`config.mk`:
```
export PLATFORM = sky130hd
export DESIGN_NAME = dpc_power_ctrl
export DESIGN_NICKNAME = d
export VERILOG_FILES = /design/src/core/dpc_power_ctrl.v /design/src/core/dpc_settle_timer.v
export VERILOG_INCLUDE_DIRS = /design/src /design/src/core
export SDC_FILE = /design/constraint.sdc
export NUM_CORES = 1
export LEC_CHECK = 0
export ABC_CLOCK_PERIOD_IN_PS = 3500
export BUFFER_PORTS_ARGS = -buffer_cell sky130_fd_sc_hd__buf_2
export CAP_MARGIN = 30
export CORE_ASPECT_RATIO = 0.5
export CORE_MARGIN = 2
export CORE_UTILIZATION = 30
export DETAILED_ROUTE_END_ITERATION = 12
export GPL_ROUTABILITY_DRIVEN = 0
export PLACE_DENSITY_LB_ADDON = 0.08
export RECOVER_POWER = 25
export SYNTH_ARGS = -nofsm -noshare
export SYNTH_HDL_FRONTEND = slang
export SYNTH_SLANG_ARGS = --single-unit
```
`constraint.sdc`:
```
create_clock -name ref_clk_i -period 3.5 [get_ports ref_clk_i]
set_clock_uncertainty 0.1 [all_clocks]
set_input_delay 0.7 -clock ref_clk_i [delete_from_list [all_inputs] [get_ports ref_clk_i]]
set_output_delay 0.7 -clock ref_clk_i [all_outputs]
set_load 0.02 [all_outputs]
```
`src/core/dpc_regs.vh`:
```
// Constants of the DAC power and reference controller
`ifndef DPC_REGS_VH
`define DPC_REGS_VH

// Register offsets (byte addresses)
`define DPC_OFS_CMD 4'h0
`define DPC_OFS_STATUS 4'h4
`define DPC_OFS_PDMASK 4'h8

// Command word layout in the command register
`define DPC_CMD_CODE_HI 23
`define DPC_CMD_CODE_LO 20
`define DPC_CMD_ADDR_HI 19
`define DPC_CMD_ADDR_LO 16

// Command codes
`define DPC_C_WRITE 4'h0
`define DPC_C_UPDATE 4'h1
`define DPC_C_WRITE_UPD_ALL 4'h2
`define DPC_C_WRITE_UPDATE 4'h3
`define DPC_C_PD_CHAN 4'h4
`define DPC_C_PD_CHIP 4'h5
`define DPC_C_REF_INT 4'h6
`define DPC_C_REF_EXT 4'h7

// Channel address meaning all channels
`define DPC_ADDR_ALL 4'hF

// Status register bit positions
`define DPC_ST_REF_ON 0
`define DPC_ST_EXT_MODE 1
`define DPC_ST_CHIP_REF_OFF 2
`define DPC_ST_BIAS_ON 3
`define DPC_ST_SETTLE_BUSY 4
`define DPC_ST_SETTLE_LONG 5

// Reset values
`define DPC_RST_PDMASK 8'h00
`define DPC_RST_CMD 8'h0F

// Power-up delays and their cycle counts at 50 MHz
`define DPC_CLK_MHZ 50
`define DPC_PU_SHORT_NS 12000
`define DPC_PU_LONG_NS 14000
`define DPC_PU_SHORT_CYC ((`DPC_PU_SHORT_NS * `DPC_CLK_MHZ + 999) / 1000)
`define DPC_PU_LONG_CYC ((`DPC_PU_LONG_NS * `DPC_CLK_MHZ + 999) / 1000)
`define DPC_TMR_W 10

`endif

```
`src/core/dpc_power_ctrl.v`:
```
// Power state and reference mode controller of an octal DAC
//
// The implementer's own choices: the address map and strobed register access.
`timescale 1ns/10ps
`include "dpc_regs.vh"

// Overview of operation
// - Update command or pin wakes powered-down channel
// - Wake-up coincides with output register update
// - Partial power-down wake: 12 us delay
// - Full chip power-down wake: 14 us delay
// - Bias off when all channels, reference down
// - External-select reference off: only 0110b restores
// - Chip-off reference: 0110b or wake restores
// - 0110b selects internal reference; reset default
// - 0111b selects external reference, pin input
// - 0100b powers down addressed channels only
// - 0101b powers down all channels, reference
// - Data word ignored by power-down commands
// - Channel registers kept during power-down
module dpc_power_ctrl
(
  input wire ref_clk_i,
  input wire reset_i,
  input wire [3:0] addr_i,
  input wire [31:0] wdata_i,
  input wire wr_i,
  input wire rd_i,
  input wire async_update_pin_n_i,
  output reg [31:0] rdata_o,
  output reg [7:0] chan_pd_o,
  output reg [7:0] chan_update_o,
  output reg [7:0] chan_settling_o,
  output reg bias_on_o,
  output reg ref_int_on_o,
  output reg ref_pin_oe_o,
  output reg settle_long_o
);

  // Channel selection from the 4-bit address field
  function [7:0] dpc_chan_sel;
    input [3:0] a;
    begin
      if (a == `DPC_ADDR_ALL)
        dpc_chan_sel = 8'hFF;
      else if (a[3] == 1'b0)
        dpc_chan_sel = 8'h01 << a[2:0];
      else
        dpc_chan_sel = 8'h00;
    end
  endfunction

  reg [7:0] pd_mask;
  reg ext_mode;
  reg chip_ref_off;
  reg [7:0] last_cmd;
  reg [7:0] woken;
  reg pin_meta;
  reg pin_sync;
  reg pin_prev;
  reg [7:0] next_pd_mask;
  reg [7:0] next_update;
  reg next_ext_mode;
  reg next_chip_ref_off;
  reg [7:0] wake_set;
  reg timer_start;
  reg timer_long;
  reg [7:0] sel;
  wire [3:0] cmd_code;
  wire [3:0] cmd_addr;
  wire cmd_go;
  wire pin_fall;
  wire ref_on;
  wire settle_busy;
  wire settle_long;

  assign cmd_code = wdata_i[`DPC_CMD_CODE_HI:`DPC_CMD_CODE_LO];
  assign cmd_addr = wdata_i[`DPC_CMD_ADDR_HI:`DPC_CMD_ADDR_LO];
  assign cmd_go = wr_i && (addr_i == `DPC_OFS_CMD);
  assign ref_on = ~ext_mode & ~chip_ref_off;

  // Pin is asynchronous: two flops before anything looks at it
  always @(posedge ref_clk_i)
  begin
    if (reset_i)
    begin
      pin_meta <= 1'b1;
      pin_sync <= 1'b1;
      pin_prev <= 1'b1;
    end
    else
    begin
      pin_meta <= async_update_pin_n_i;
      pin_sync <= pin_meta;
      pin_prev <= pin_sync;
    end
  end

  // Falling edge of the active-low pin updates every channel
  assign pin_fall = pin_prev & ~pin_sync;

  // Command decode; pin and command in one cycle merge their updates
  always @*
  begin
    sel = dpc_chan_sel(cmd_addr);
    next_pd_mask = pd_mask;
    next_update = 8'h00;
    next_ext_mode = ext_mode;
    next_chip_ref_off = chip_ref_off;
    if (cmd_go)
    begin
      case (cmd_code)
        `DPC_C_UPDATE, `DPC_C_WRITE_UPDATE:
          next_update = sel;
        `DPC_C_WRITE_UPD_ALL:
          next_update = 8'hFF;
        `DPC_C_PD_CHAN:
          next_pd_mask = pd_mask | sel;
        `DPC_C_PD_CHIP:
        begin
          next_pd_mask = 8'hFF;
          next_chip_ref_off = 1'b1;
        end
        `DPC_C_REF_INT:
        begin
          next_ext_mode = 1'b0;
          next_chip_ref_off = 1'b0;
        end
        `DPC_C_REF_EXT:
          next_ext_mode = 1'b1;
        default:
          next_update = 8'h00;
      endcase
    end
    if (pin_fall)
      next_update = next_update | 8'hFF;
    // Wake uses the mask before this update clears it
    wake_set = pd_mask & next_update;
    timer_start = (wake_set != 8'h00);
    timer_long = (pd_mask == 8'hFF) && !ref_on;
    if (next_update != 8'h00)
    begin
      next_pd_mask = next_pd_mask & ~next_update;
      if (wake_set != 8'h00)
        next_chip_ref_off = 1'b0;
    end
  end

  // State update; the data word never reaches these flops
  always @(posedge ref_clk_i)
  begin
    if (reset_i)
    begin
      pd_mask <= `DPC_RST_PDMASK;
      ext_mode <= 1'b0;
      chip_ref_off <= 1'b0;
      last_cmd <= `DPC_RST_CMD;
      woken <= 8'h00;
    end
    else
    begin
      pd_mask <= next_pd_mask;
      ext_mode <= next_ext_mode;
      chip_ref_off <= next_chip_ref_off;
      if (cmd_go)
        last_cmd <= {cmd_code, cmd_addr};
      if (timer_start)
        woken <= wake_set;
    end
  end

  dpc_settle_timer u_timer
  (
    .ref_clk_i(ref_clk_i),
    .reset_i(reset_i),
    .start_i(timer_start),
    .long_i(timer_long),
    .busy_o(settle_busy),
    .long_o(settle_long)
  );

  // Outputs from flops; update pulse and wake land on the same edge
  always @(posedge ref_clk_i)
  begin
    if (reset_i)
    begin
      chan_pd_o <= `DPC_RST_PDMASK;
      chan_update_o <= 8'h00;
      bias_on_o <= 1'b1;
      ref_int_on_o <= 1'b1;
      ref_pin_oe_o <= 1'b1;
    end
    else
    begin
      chan_pd_o <= next_pd_mask;
      chan_update_o <= next_update;
      // Bias shuts down only when nothing at all is powered
      bias_on_o <= !((next_pd_mask == 8'hFF) && next_ext_mode == 1'b0
        && next_chip_ref_off == 1'b1) && !((next_pd_mask == 8'hFF)
        && next_ext_mode == 1'b1);
      ref_int_on_o <= ~next_ext_mode & ~next_chip_ref_off;
      // Pin drives only in internal mode; external mode is high-Z input
      ref_pin_oe_o <= ~next_ext_mode;
    end
  end

  // Settling flags follow the timer one cycle later
  always @(posedge ref_clk_i)
  begin
    if (reset_i)
    begin
      chan_settling_o <= 8'h00;
      settle_long_o <= 1'b0;
    end
    else
    begin
      chan_settling_o <= settle_busy ? woken : 8'h00;
      settle_long_o <= settle_busy & settle_long;
    end
  end

  // Register read: data stand in the cycle after the strobe only
  always @(posedge ref_clk_i)
  begin
    if (reset_i)
      rdata_o <= 32'h00000000;
    else if (!rd_i)
      rdata_o <= 32'h00000000;
    else if (addr_i == `DPC_OFS_CMD)
      rdata_o <= {24'h000000, last_cmd};
    else if (addr_i == `DPC_OFS_STATUS)
      rdata_o <= {26'h0000000, settle_long & settle_busy, settle_busy,
        bias_on_o, chip_ref_off, ext_mode, ref_on};
    else if (addr_i == `DPC_OFS_PDMASK)
      rdata_o <= {24'h000000, pd_mask};
    else
      rdata_o <= 32'h00000000;
  end

endmodule

```
`src/core/dpc_settle_timer.v`:
```
// Power-up settling timer for woken channels
`timescale 1ns/10ps
`include "dpc_regs.vh"

module dpc_settle_timer
(
  input wire ref_clk_i,
  input wire reset_i,
  input wire start_i,
  input wire long_i,
  output reg busy_o,
  output reg long_o
);

  localparam integer SHORT_I = `DPC_PU_SHORT_CYC;
  localparam integer LONG_I = `DPC_PU_LONG_CYC;
  // Both counts fit the timer width; cut on purpose to that width
  localparam [`DPC_TMR_W-1:0] SHORT_CNT = SHORT_I[`DPC_TMR_W-1:0];
  localparam [`DPC_TMR_W-1:0] LONG_CNT = LONG_I[`DPC_TMR_W-1:0];
  localparam [`DPC_TMR_W-1:0] ONE = 10'h001;

  reg [`DPC_TMR_W-1:0] count;

  // A new start restarts the delay; busy lasts exactly the chosen count
  always @(posedge ref_clk_i)
  begin
    if (reset_i)
    begin
      count <= 10'h000;
      busy_o <= 1'b0;
      long_o <= 1'b0;
    end
    else if (start_i)
    begin
      count <= long_i ? LONG_CNT - ONE : SHORT_CNT - ONE;
      busy_o <= 1'b1;
      long_o <= long_i;
    end
    else if (count != 10'h000)
    begin
      count <= count - ONE;
    end
    else
    begin
      busy_o <= 1'b0;
    end
  end

endmodule

```
==> results of run 1 <==
power by group:
group | leakage (nW) | internal, W | switching (W)
clock network | 0.152 | 0.000627 | 0.000354
logic | 0.759 | 0.000149 | 0.000223
registers | 0.559 | 0.000836 | 0.0000389
total | 1.47 | 0.00161 | 0.000616
final cells by class:
cell class | instances | area share [%]
tap | 140 | 4.73
sequential | 69 | 37.3
timing repair buffer | 63 | 8.45
clock inverter | 7 | 2.64
inverter | 9 | 0.912
multi-input combinational | 267 | 39.9
clock buffer | 9 | 6.08
state kept, by name (all words and copies together) (netlist names), 8 cells and up:
signal / cells
chan_pd_o: 8
chan_settling_o: 8
chan_update_o: 8
last_cmd: 8
rdata_o: 8
u_timer.count: 10
woken: 8
layout by cell type, fill, tap and decap left out, types with 9 or more instances in the layout:
cell                        count
sky130_fd_sc_hd__o21ai_0       21
sky130_fd_sc_hd__nor2_1        44
sky130_fd_sc_hd__buf_4         11
sky130_fd_sc_hd__clkbuf_1      24
sky130_fd_sc_hd__buf_2         28
sky130_fd_sc_hd__conb_1        24
sky130_fd_sc_hd__dfxtp_1       69
sky130_fd_sc_hd__clkbuf_16      9
sky130_fd_sc_hd__nand2_1       34
sky130_fd_sc_hd__a21oi_1       33
sky130_fd_sc_hd__inv_1          9
sky130_fd_sc_hd__and2_1        10
logic make-up after synthesis:
family | Yosys count | synth area share, %
AND/OR/NAND/NOR | 148 | 25.1
XOR/XNOR | 9 | 2.55
other | 1 | 0.121
flip-flops | 69 | 44.7
adder cells (fa/ha/maj) | 1 | 0.405
buffers and inverters | 56 | 10.3
multiplexers | 3 | 0.972
AO/OA/AOI/OAI | 82 | 15.8
routing by layer:
layer  wire [um]  part of all wire (%)  track usage (%)
met1        4210                    52             20.9
met2        3200                    40             21.8
met3         563                   7.0             4.43
met4          85                   1.1             5.45
met5           0                     0                0
worst min path at each step:
stage | cells after the start | to | startpoint
floorplan | 1 | pin_sync$_SDFF_PP1_ | pin_meta$_SDFF_PP1_
CTS | 1 | pin_sync$_SDFF_PP1_ | pin_meta$_SDFF_PP1_
global placement | 1 | pin_sync$_SDFF_PP1_ | pin_meta$_SDFF_PP1_
global route | 1 | pin_sync$_SDFF_PP1_ | pin_meta$_SDFF_PP1_
detailed placement | 1 | pin_sync$_SDFF_PP1_ | pin_meta$_SDFF_PP1_
finish | 1 | pin_sync$_SDFF_PP1_ | pin_meta$_SDFF_PP1_
metrics by stage:
stage	util (%)	instance area, um^2	power [W]
floorplan	-	3180	0.00121
global placement	33.7	3410	0.00125
detailed placement	33.7	3410	0.00127
CTS	36.9	3730	0.00226
global route	36.6	3700	0.00234
finish	36.6	3700	0.00223
==> summary.md, run 1 <==
| Metric | Value |
|---|---|
| 1st-iter DRT viols | 165 |
| Worst R2R End | u_timer.count[7]$_SDFFE_PP0P_ |
| Slew Limit Fails | 0 |
| Residual DRC count | 0 |
| Status | complete, no violations |
| Timing-limited maximum frequency | 0.335 GHz |
| Wire length of the first global-routing pass | 12,600 um |
| Top cell type by total area after synthesis | sky130_fd_sc_hd__dfxtp_1 |
| Max clock buf depth | 2 |
| Core footprint | 0.0101 mm^2 |
| Clock Latency Late Sink | 330 ps |
| # diodes | 0 |
| Reported leakage power | 1.47 nW |
| Number of different library cells in the post-synthesis netlist | 50 |
| Worst Path Arrival | 3140 ps |
| Netlist area before placement | 0.00309 mm^2 |
| Smallest setup slack after layout | 515 ps |
| Worst Path Max Fanout | 6 |
| Buffers and inverters on the worst path | 1 |
| Portion of the post-synthesis area used by sequential elements | 44.7% |
| Number of standard cells in the final layout excluding fillers | 564 |
| Area taken by multi-input logic gates | 0.00148 mm^2 |
| Final hold vios | 0 |
| Power Dens Cells | 601 mW/mm^2 |
| Startpoint class of the critical path | input port |
| Detailed Routing Iterations Pass 1 | 5 |
| Maximum number of pins on one net before global-route repair | 51 |
| Maximum vdd ir drop | 0.229 mV |
| Max_cap viols | 0 |
| Cell at the slowest stage of the critical path | sky130_fd_sc_hd__or4_4 |
| DP Cell Count | 548 |
| Number of buffers created by CTS | 9 |
| Tightest Pin Transition | 721 ps |
| Final setup vio count | 0 |
| Flop and latch count out of synthesis | 69 |
| Sum of routed wire length over all layers | 8060 um |
| Synth warn | 0 |
| Setup TNS | 0 ps |
| Stages on worst setup path | 8 |
| Overflow after GRT | 0 |
| Effective utilization at floorplan | 30.5% |
| Fraction of final layout cells with drive strength greater than 1 | 15.1% |
| Sequence of cells on the critical path | buf_2 -> or3b_2 -> nor3_1 -> o21ai_1 -> a41o_1 -> and4_4 -> or4_4 -> a221oi_2 |
| Setup repair after global routing missed its margin | no |
| Destination of the critical timing path | u_timer.count[7]$_SDFFE_PP0P_ |
| Largest cells by area after synthesis | sky130_fd_sc_hd__dfxtp_1 (45%), sky130_fd_sc_hd__buf_4 (6.1%), sky130_fd_sc_hd__a21oi_1 (5.3%) |
| Most used standard cells in the synthesized netlist | sky130_fd_sc_hd__dfxtp_1 (69), sky130_fd_sc_hd__nor2_1 (44), sky130_fd_sc_hd__nand2_1 (34), sky130_fd_sc_hd__a21oi_1 (33), sky130_fd_sc_hd__buf_4 (25) |
| Via-to-Cell Ratio | 4.62 |
| Layout-stage area growth over the synthesis result | 19.8% |
| Clock sinks | 69 |
| Most frequently used flop master after synthesis | sky130_fd_sc_hd__dfxtp_1 |
| Height of the die | 75.8 um |
| Final hold slack | 316 ps |
| Mean routed wirelength per cell | 14.3 um |
| Count of buffers inserted at the top-level ports | 52 |
| Sequential cell area | 0.00138 mm^2 |
| Mapped Avg Cell Area | 8.38 um^2 |
| Via count of the first global-routing pass | 2,394 |
| Post-detailed-route count of antenna-violating nets | 0 |
| Clock transition time at the flip-flop clock pins of the worst setup and hold paths | 60 ps |
| Number of cells on the worst reg-to-reg path | 6 |
| Clock root buffer | sky130_fd_sc_hd__clkbuf_16 |
| Start of the worst register-to-register path | pin_prev$_SDFF_PP1_ |
| Number of inserted filler cells in the final layout | 1,049 |
| Minimum clock period | 2980 ps |
| Setup slack at placement | 192 ps |
| Post-CTS resize count | 0 |
| HPWL reported at the end of detailed placement | 5980 um |
| Fraction of synthesis flops using an asynchronous set or reset pin | 0% |
| Number of synthesized flops with an enable pin | 0 |
| Launch point of the critical path | wdata_i[23] |
| Post-CTS Hold Fix Bufs | 0 |
| Kind of cell with the highest combined delay on the critical path | simple AND/OR/NAND/NOR gates |
| Part of the cycle the worst path needs | 85.3% |
| Die X-Extent | 148 um |
| Floorplan row count | 26 |
| Top-level I/O count | 101 |
| Net count, final | 461 |
| Setup crit end kind | flop |
| Delay of the slowest cell on the worst path | 580 ps |
| Hold/Removal Path Class | reg2reg |
| Most common cell in the netlist | sky130_fd_sc_hd__dfxtp_1 |
| Worst EP required | 3650 ps |
| CTS tree | yes |
| Worst reg-to-reg setup slack | 920 ps |
| Post-CTS Repair Setup Buffers | 0 |
| Fraction of synthesized cell area taken by the top area cell type | 44.7% |
| Antenna violations before repair | 0 |
| Global-route usage over all layers | 14.9% |
| Vias post-DR | 2,603 |
| Rel. slew slack | 51.9% |
| Deepest level of the CTS H-tree | 3 |
| Kind of critical path | in2reg |
| Cells after Synth | 369 |
| Total Die Area | 0.0112 mm^2 |
No activity file was read; power rests on OpenSTA's default activity.
==> run 2: changes to the inputs <==
--- a/config.mk
+++ b/config.mk
@@ -11,7 +11,7 @@
 export CAP_MARGIN = 30
 export CORE_ASPECT_RATIO = 0.5
 export CORE_MARGIN = 2
-export CORE_UTILIZATION = 30
+export CORE_UTILIZATION = 50
 export DETAILED_ROUTE_END_ITERATION = 12
 export GPL_ROUTABILITY_DRIVEN = 0
 export PLACE_DENSITY_LB_ADDON = 0.08
==> summary.md, run 2 (synthesized netlist as in run 1, its figures left out) <==
| Metric | Value |
|---|---|
| Kind of critical path | in2reg |
| HPWL reported at the end of detailed placement | 5250 um (-12%) |
| Setup TNS | 0 ps (unchanged) |
| Slew Limit Fails | 52 (+52) |
| Hold/Removal Path Class | reg2reg |
| Wire length of the first global-routing pass | 11,000 um (-13%) |
| Clock root buffer | sky130_fd_sc_hd__clkbuf_16 |
| Minimum clock period | 2980 ps (-3.51 ps) |
| Post-CTS resize count | 0 (unchanged) |
| Part of the cycle the worst path needs | 85.2% (-0.10 points) |
| Reported leakage power | 1.45 nW (-1.4%) |
| Placed Area | 0.00333 mm^2 (-2.3%) |
| Register containing the most flip-flops in the final layout | u_timer.count |
| Final hold vios | 0 (unchanged) |
| Via-to-Cell Ratio | 5.20 (+13%) |
| Rel. slew slack | -41.0% (-93 points) |
| Core footprint | 0.00603 mm^2 (-40%) |
| Clock sinks | 69 (unchanged) |
| Maximum number of pins on one net before global-route repair | 52 (+2.0%) |
| Residual DRC count | 0 (unchanged) |
| Height of the die | 59.6 um (-21%) |
| Tightest Pin Transition | 2110 ps (+1390 ps) |
| Power Dens Cells | 596 mW/mm^2 (-0.84%) |
| Post-CTS Hold Fix Bufs | 0 (unchanged) |
| Worst Path Arrival | 3110 ps (-30 ps) |
| # diodes | 0 (unchanged) |
| Clock transition time at the flip-flop clock pins of the worst setup and hold paths | 60 ps (about the same) |
| Effective utilization at floorplan | 51.2% (+21 points) |
| Number of buffers created by CTS | 9 (unchanged) |
| Leading cell type in the layout, fill and taps excluded | sky130_fd_sc_hd__dfxtp_1 |
| Detailed Routing Iterations Pass 1 | 6 (+1) |
| Layout-stage area growth over the synthesis result | 16.7% |
| Finished layout cell area | 0.00361 mm^2 (-2.6%) |
| Worst Path Max Fanout | 6 (unchanged) |
| Vias post-DR | 2,651 (+1.8%) |
| Startpoint of the tightest hold check path | pin_meta$_SDFF_PP1_ |
| Post-CTS Repair Setup Buffers | 0 (unchanged) |
| Maximum vdd ir drop | 0.287 mV (+25%) |
| Sum of routed wire length over all layers | 7180 um (-11%) |
| 1st-iter DRT viols | 155 (-6.1%) |
| Total Die Area | 0.00686 mm^2 (-39%) |
| Antenna violations before repair | 0 (unchanged) |
| Via count of the first global-routing pass | 2,272 (-5.1%) |
| Fraction of final layout cells with drive strength greater than 1 | 14.7% (-0.40 points) |
| Post-detailed-route count of antenna-violating nets | 0 (unchanged) |
| Clock Latency Late Sink | 340 ps (about the same) |
| Launch point of the critical path | wdata_i[23] |
| Failing checks | max-capacitance violations, max-slew violations |
| Final setup vio count | 0 (unchanged) |
| CTS tree | yes |
| Max_cap viols | 1 (+1) |
| Mean routed wirelength per cell | 14.1 um (-1.5%) |
| Max clock buf depth | 2 (unchanged) |
| Status | complete, but fails checks |
| Top-level I/O count | 101 (unchanged) |
| Setup crit end kind | flop |
| Overflow after GRT | 0 (unchanged) |
| Floorplan row count | 20 (-23%) |
| Timing-limited maximum frequency | 0.335 GHz (+0.12%) |
| Net count, final | 459 (-0.43%) |
| Number of flip-flops under the largest register name | 10 (unchanged) |
| Start of the worst register-to-register path | u_timer.count[0]$_SDFFE_PP0P_ |
| Commonest cells after routing, fill and taps aside | sky130_fd_sc_hd__dfxtp_1 (69), sky130_fd_sc_hd__nor2_1 (44), sky130_fd_sc_hd__nand2_1 (34) |
| Deepest level of the CTS H-tree | 3 (unchanged) |
| Startpoint class of the critical path | input port |
| Die X-Extent | 115 um (-22%) |
| Setup repair after global routing missed its margin | no |
| Worst EP required | 3630 ps (-20 ps) |
| Global-route usage over all layers | 21.7% (+6.8 points) |
| Count of buffers inserted at the top-level ports | 52 (unchanged) |
[run 2: cell types whose count changed in the layout (fill, tap and decap cells not counted)]
cell                        delta
sky130_fd_sc_hd__clkinv_4      +1
sky130_fd_sc_hd__clkinv_2      -1
sky130_fd_sc_hd__bufinv_16     -1
sky130_fd_sc_hd__inv_6         +1
sky130_fd_sc_hd__buf_4         -2
[run 2: final timing paths]
check / end / slack, ps / cells past startpoint
hold reg to reg: pin_sync$_SDFF_PP1_ / 320 / 1
hold / removal: pin_sync$_SDFF_PP1_ / 320 / 1
setup reg to reg: u_timer.count[4]$_SDFFE_PP0P_ / 1210 / 8
setup / recovery: u_timer.count[7]$_SDFFE_PP0P_ / 520 / 8
[run 2: final cells by class]
type | count | area, um^2
Multi-Input combinational cell | 267 | 1480
Inverter | 9 | 33.8
Tap cell | 88 | 110
Clock inverter | 7 | 80.1
Clock buffer | 9 | 225
Sequential cell | 69 | 1380
Timing Repair Buffer | 61 | 298
Fill cell | 569 | 2420
[run 2: per-layer routing]
metal | track usage (%) | vias up | routed length (um)
li1 | - | 1318 | -
met1 | 28.8 | 1208 | 3350
met2 | 33.5 | 120 | 3190
met3 | 7.46 | 5 | 575
met4 | 7.23 | 0 | 61
met5 | 0 | - | 0
[run 2: report_power, final]
part / leakage [nW] / total (W) / switching [W] / internal, W
logic: 0.748 / 0.000363 / 0.000215 / 0.000148
clock network: 0.143 / 0.000910 / 0.000351 / 0.000559
registers: 0.559 / 0.000878 / 0.0000412 / 0.000836
[run 2: per-stage QoR]
stage	cells	hold WS, ps	total power (W)	worst slack, ps	util (%)
floorplan	392	289	0.00121	473	-
global placement	494	301	0.00124	271	55.2
detailed placement	494	308	0.00125	239	55.2
CTS	510	328	0.00217	598	60.3
global route	510	328	0.00226	335	59.8
finish	510	319	0.00215	519	59.8
[run 2: critical path, stage by stage]
cell	delay, ps
sky130_fd_sc_hd__buf_2	130
sky130_fd_sc_hd__or3b_2	530
sky130_fd_sc_hd__nor3_1	320
sky130_fd_sc_hd__o21ai_1	160
sky130_fd_sc_hd__a41o_1	250
sky130_fd_sc_hd__and4_4	210
sky130_fd_sc_hd__or4_4	580
sky130_fd_sc_hd__a221oi_2	250
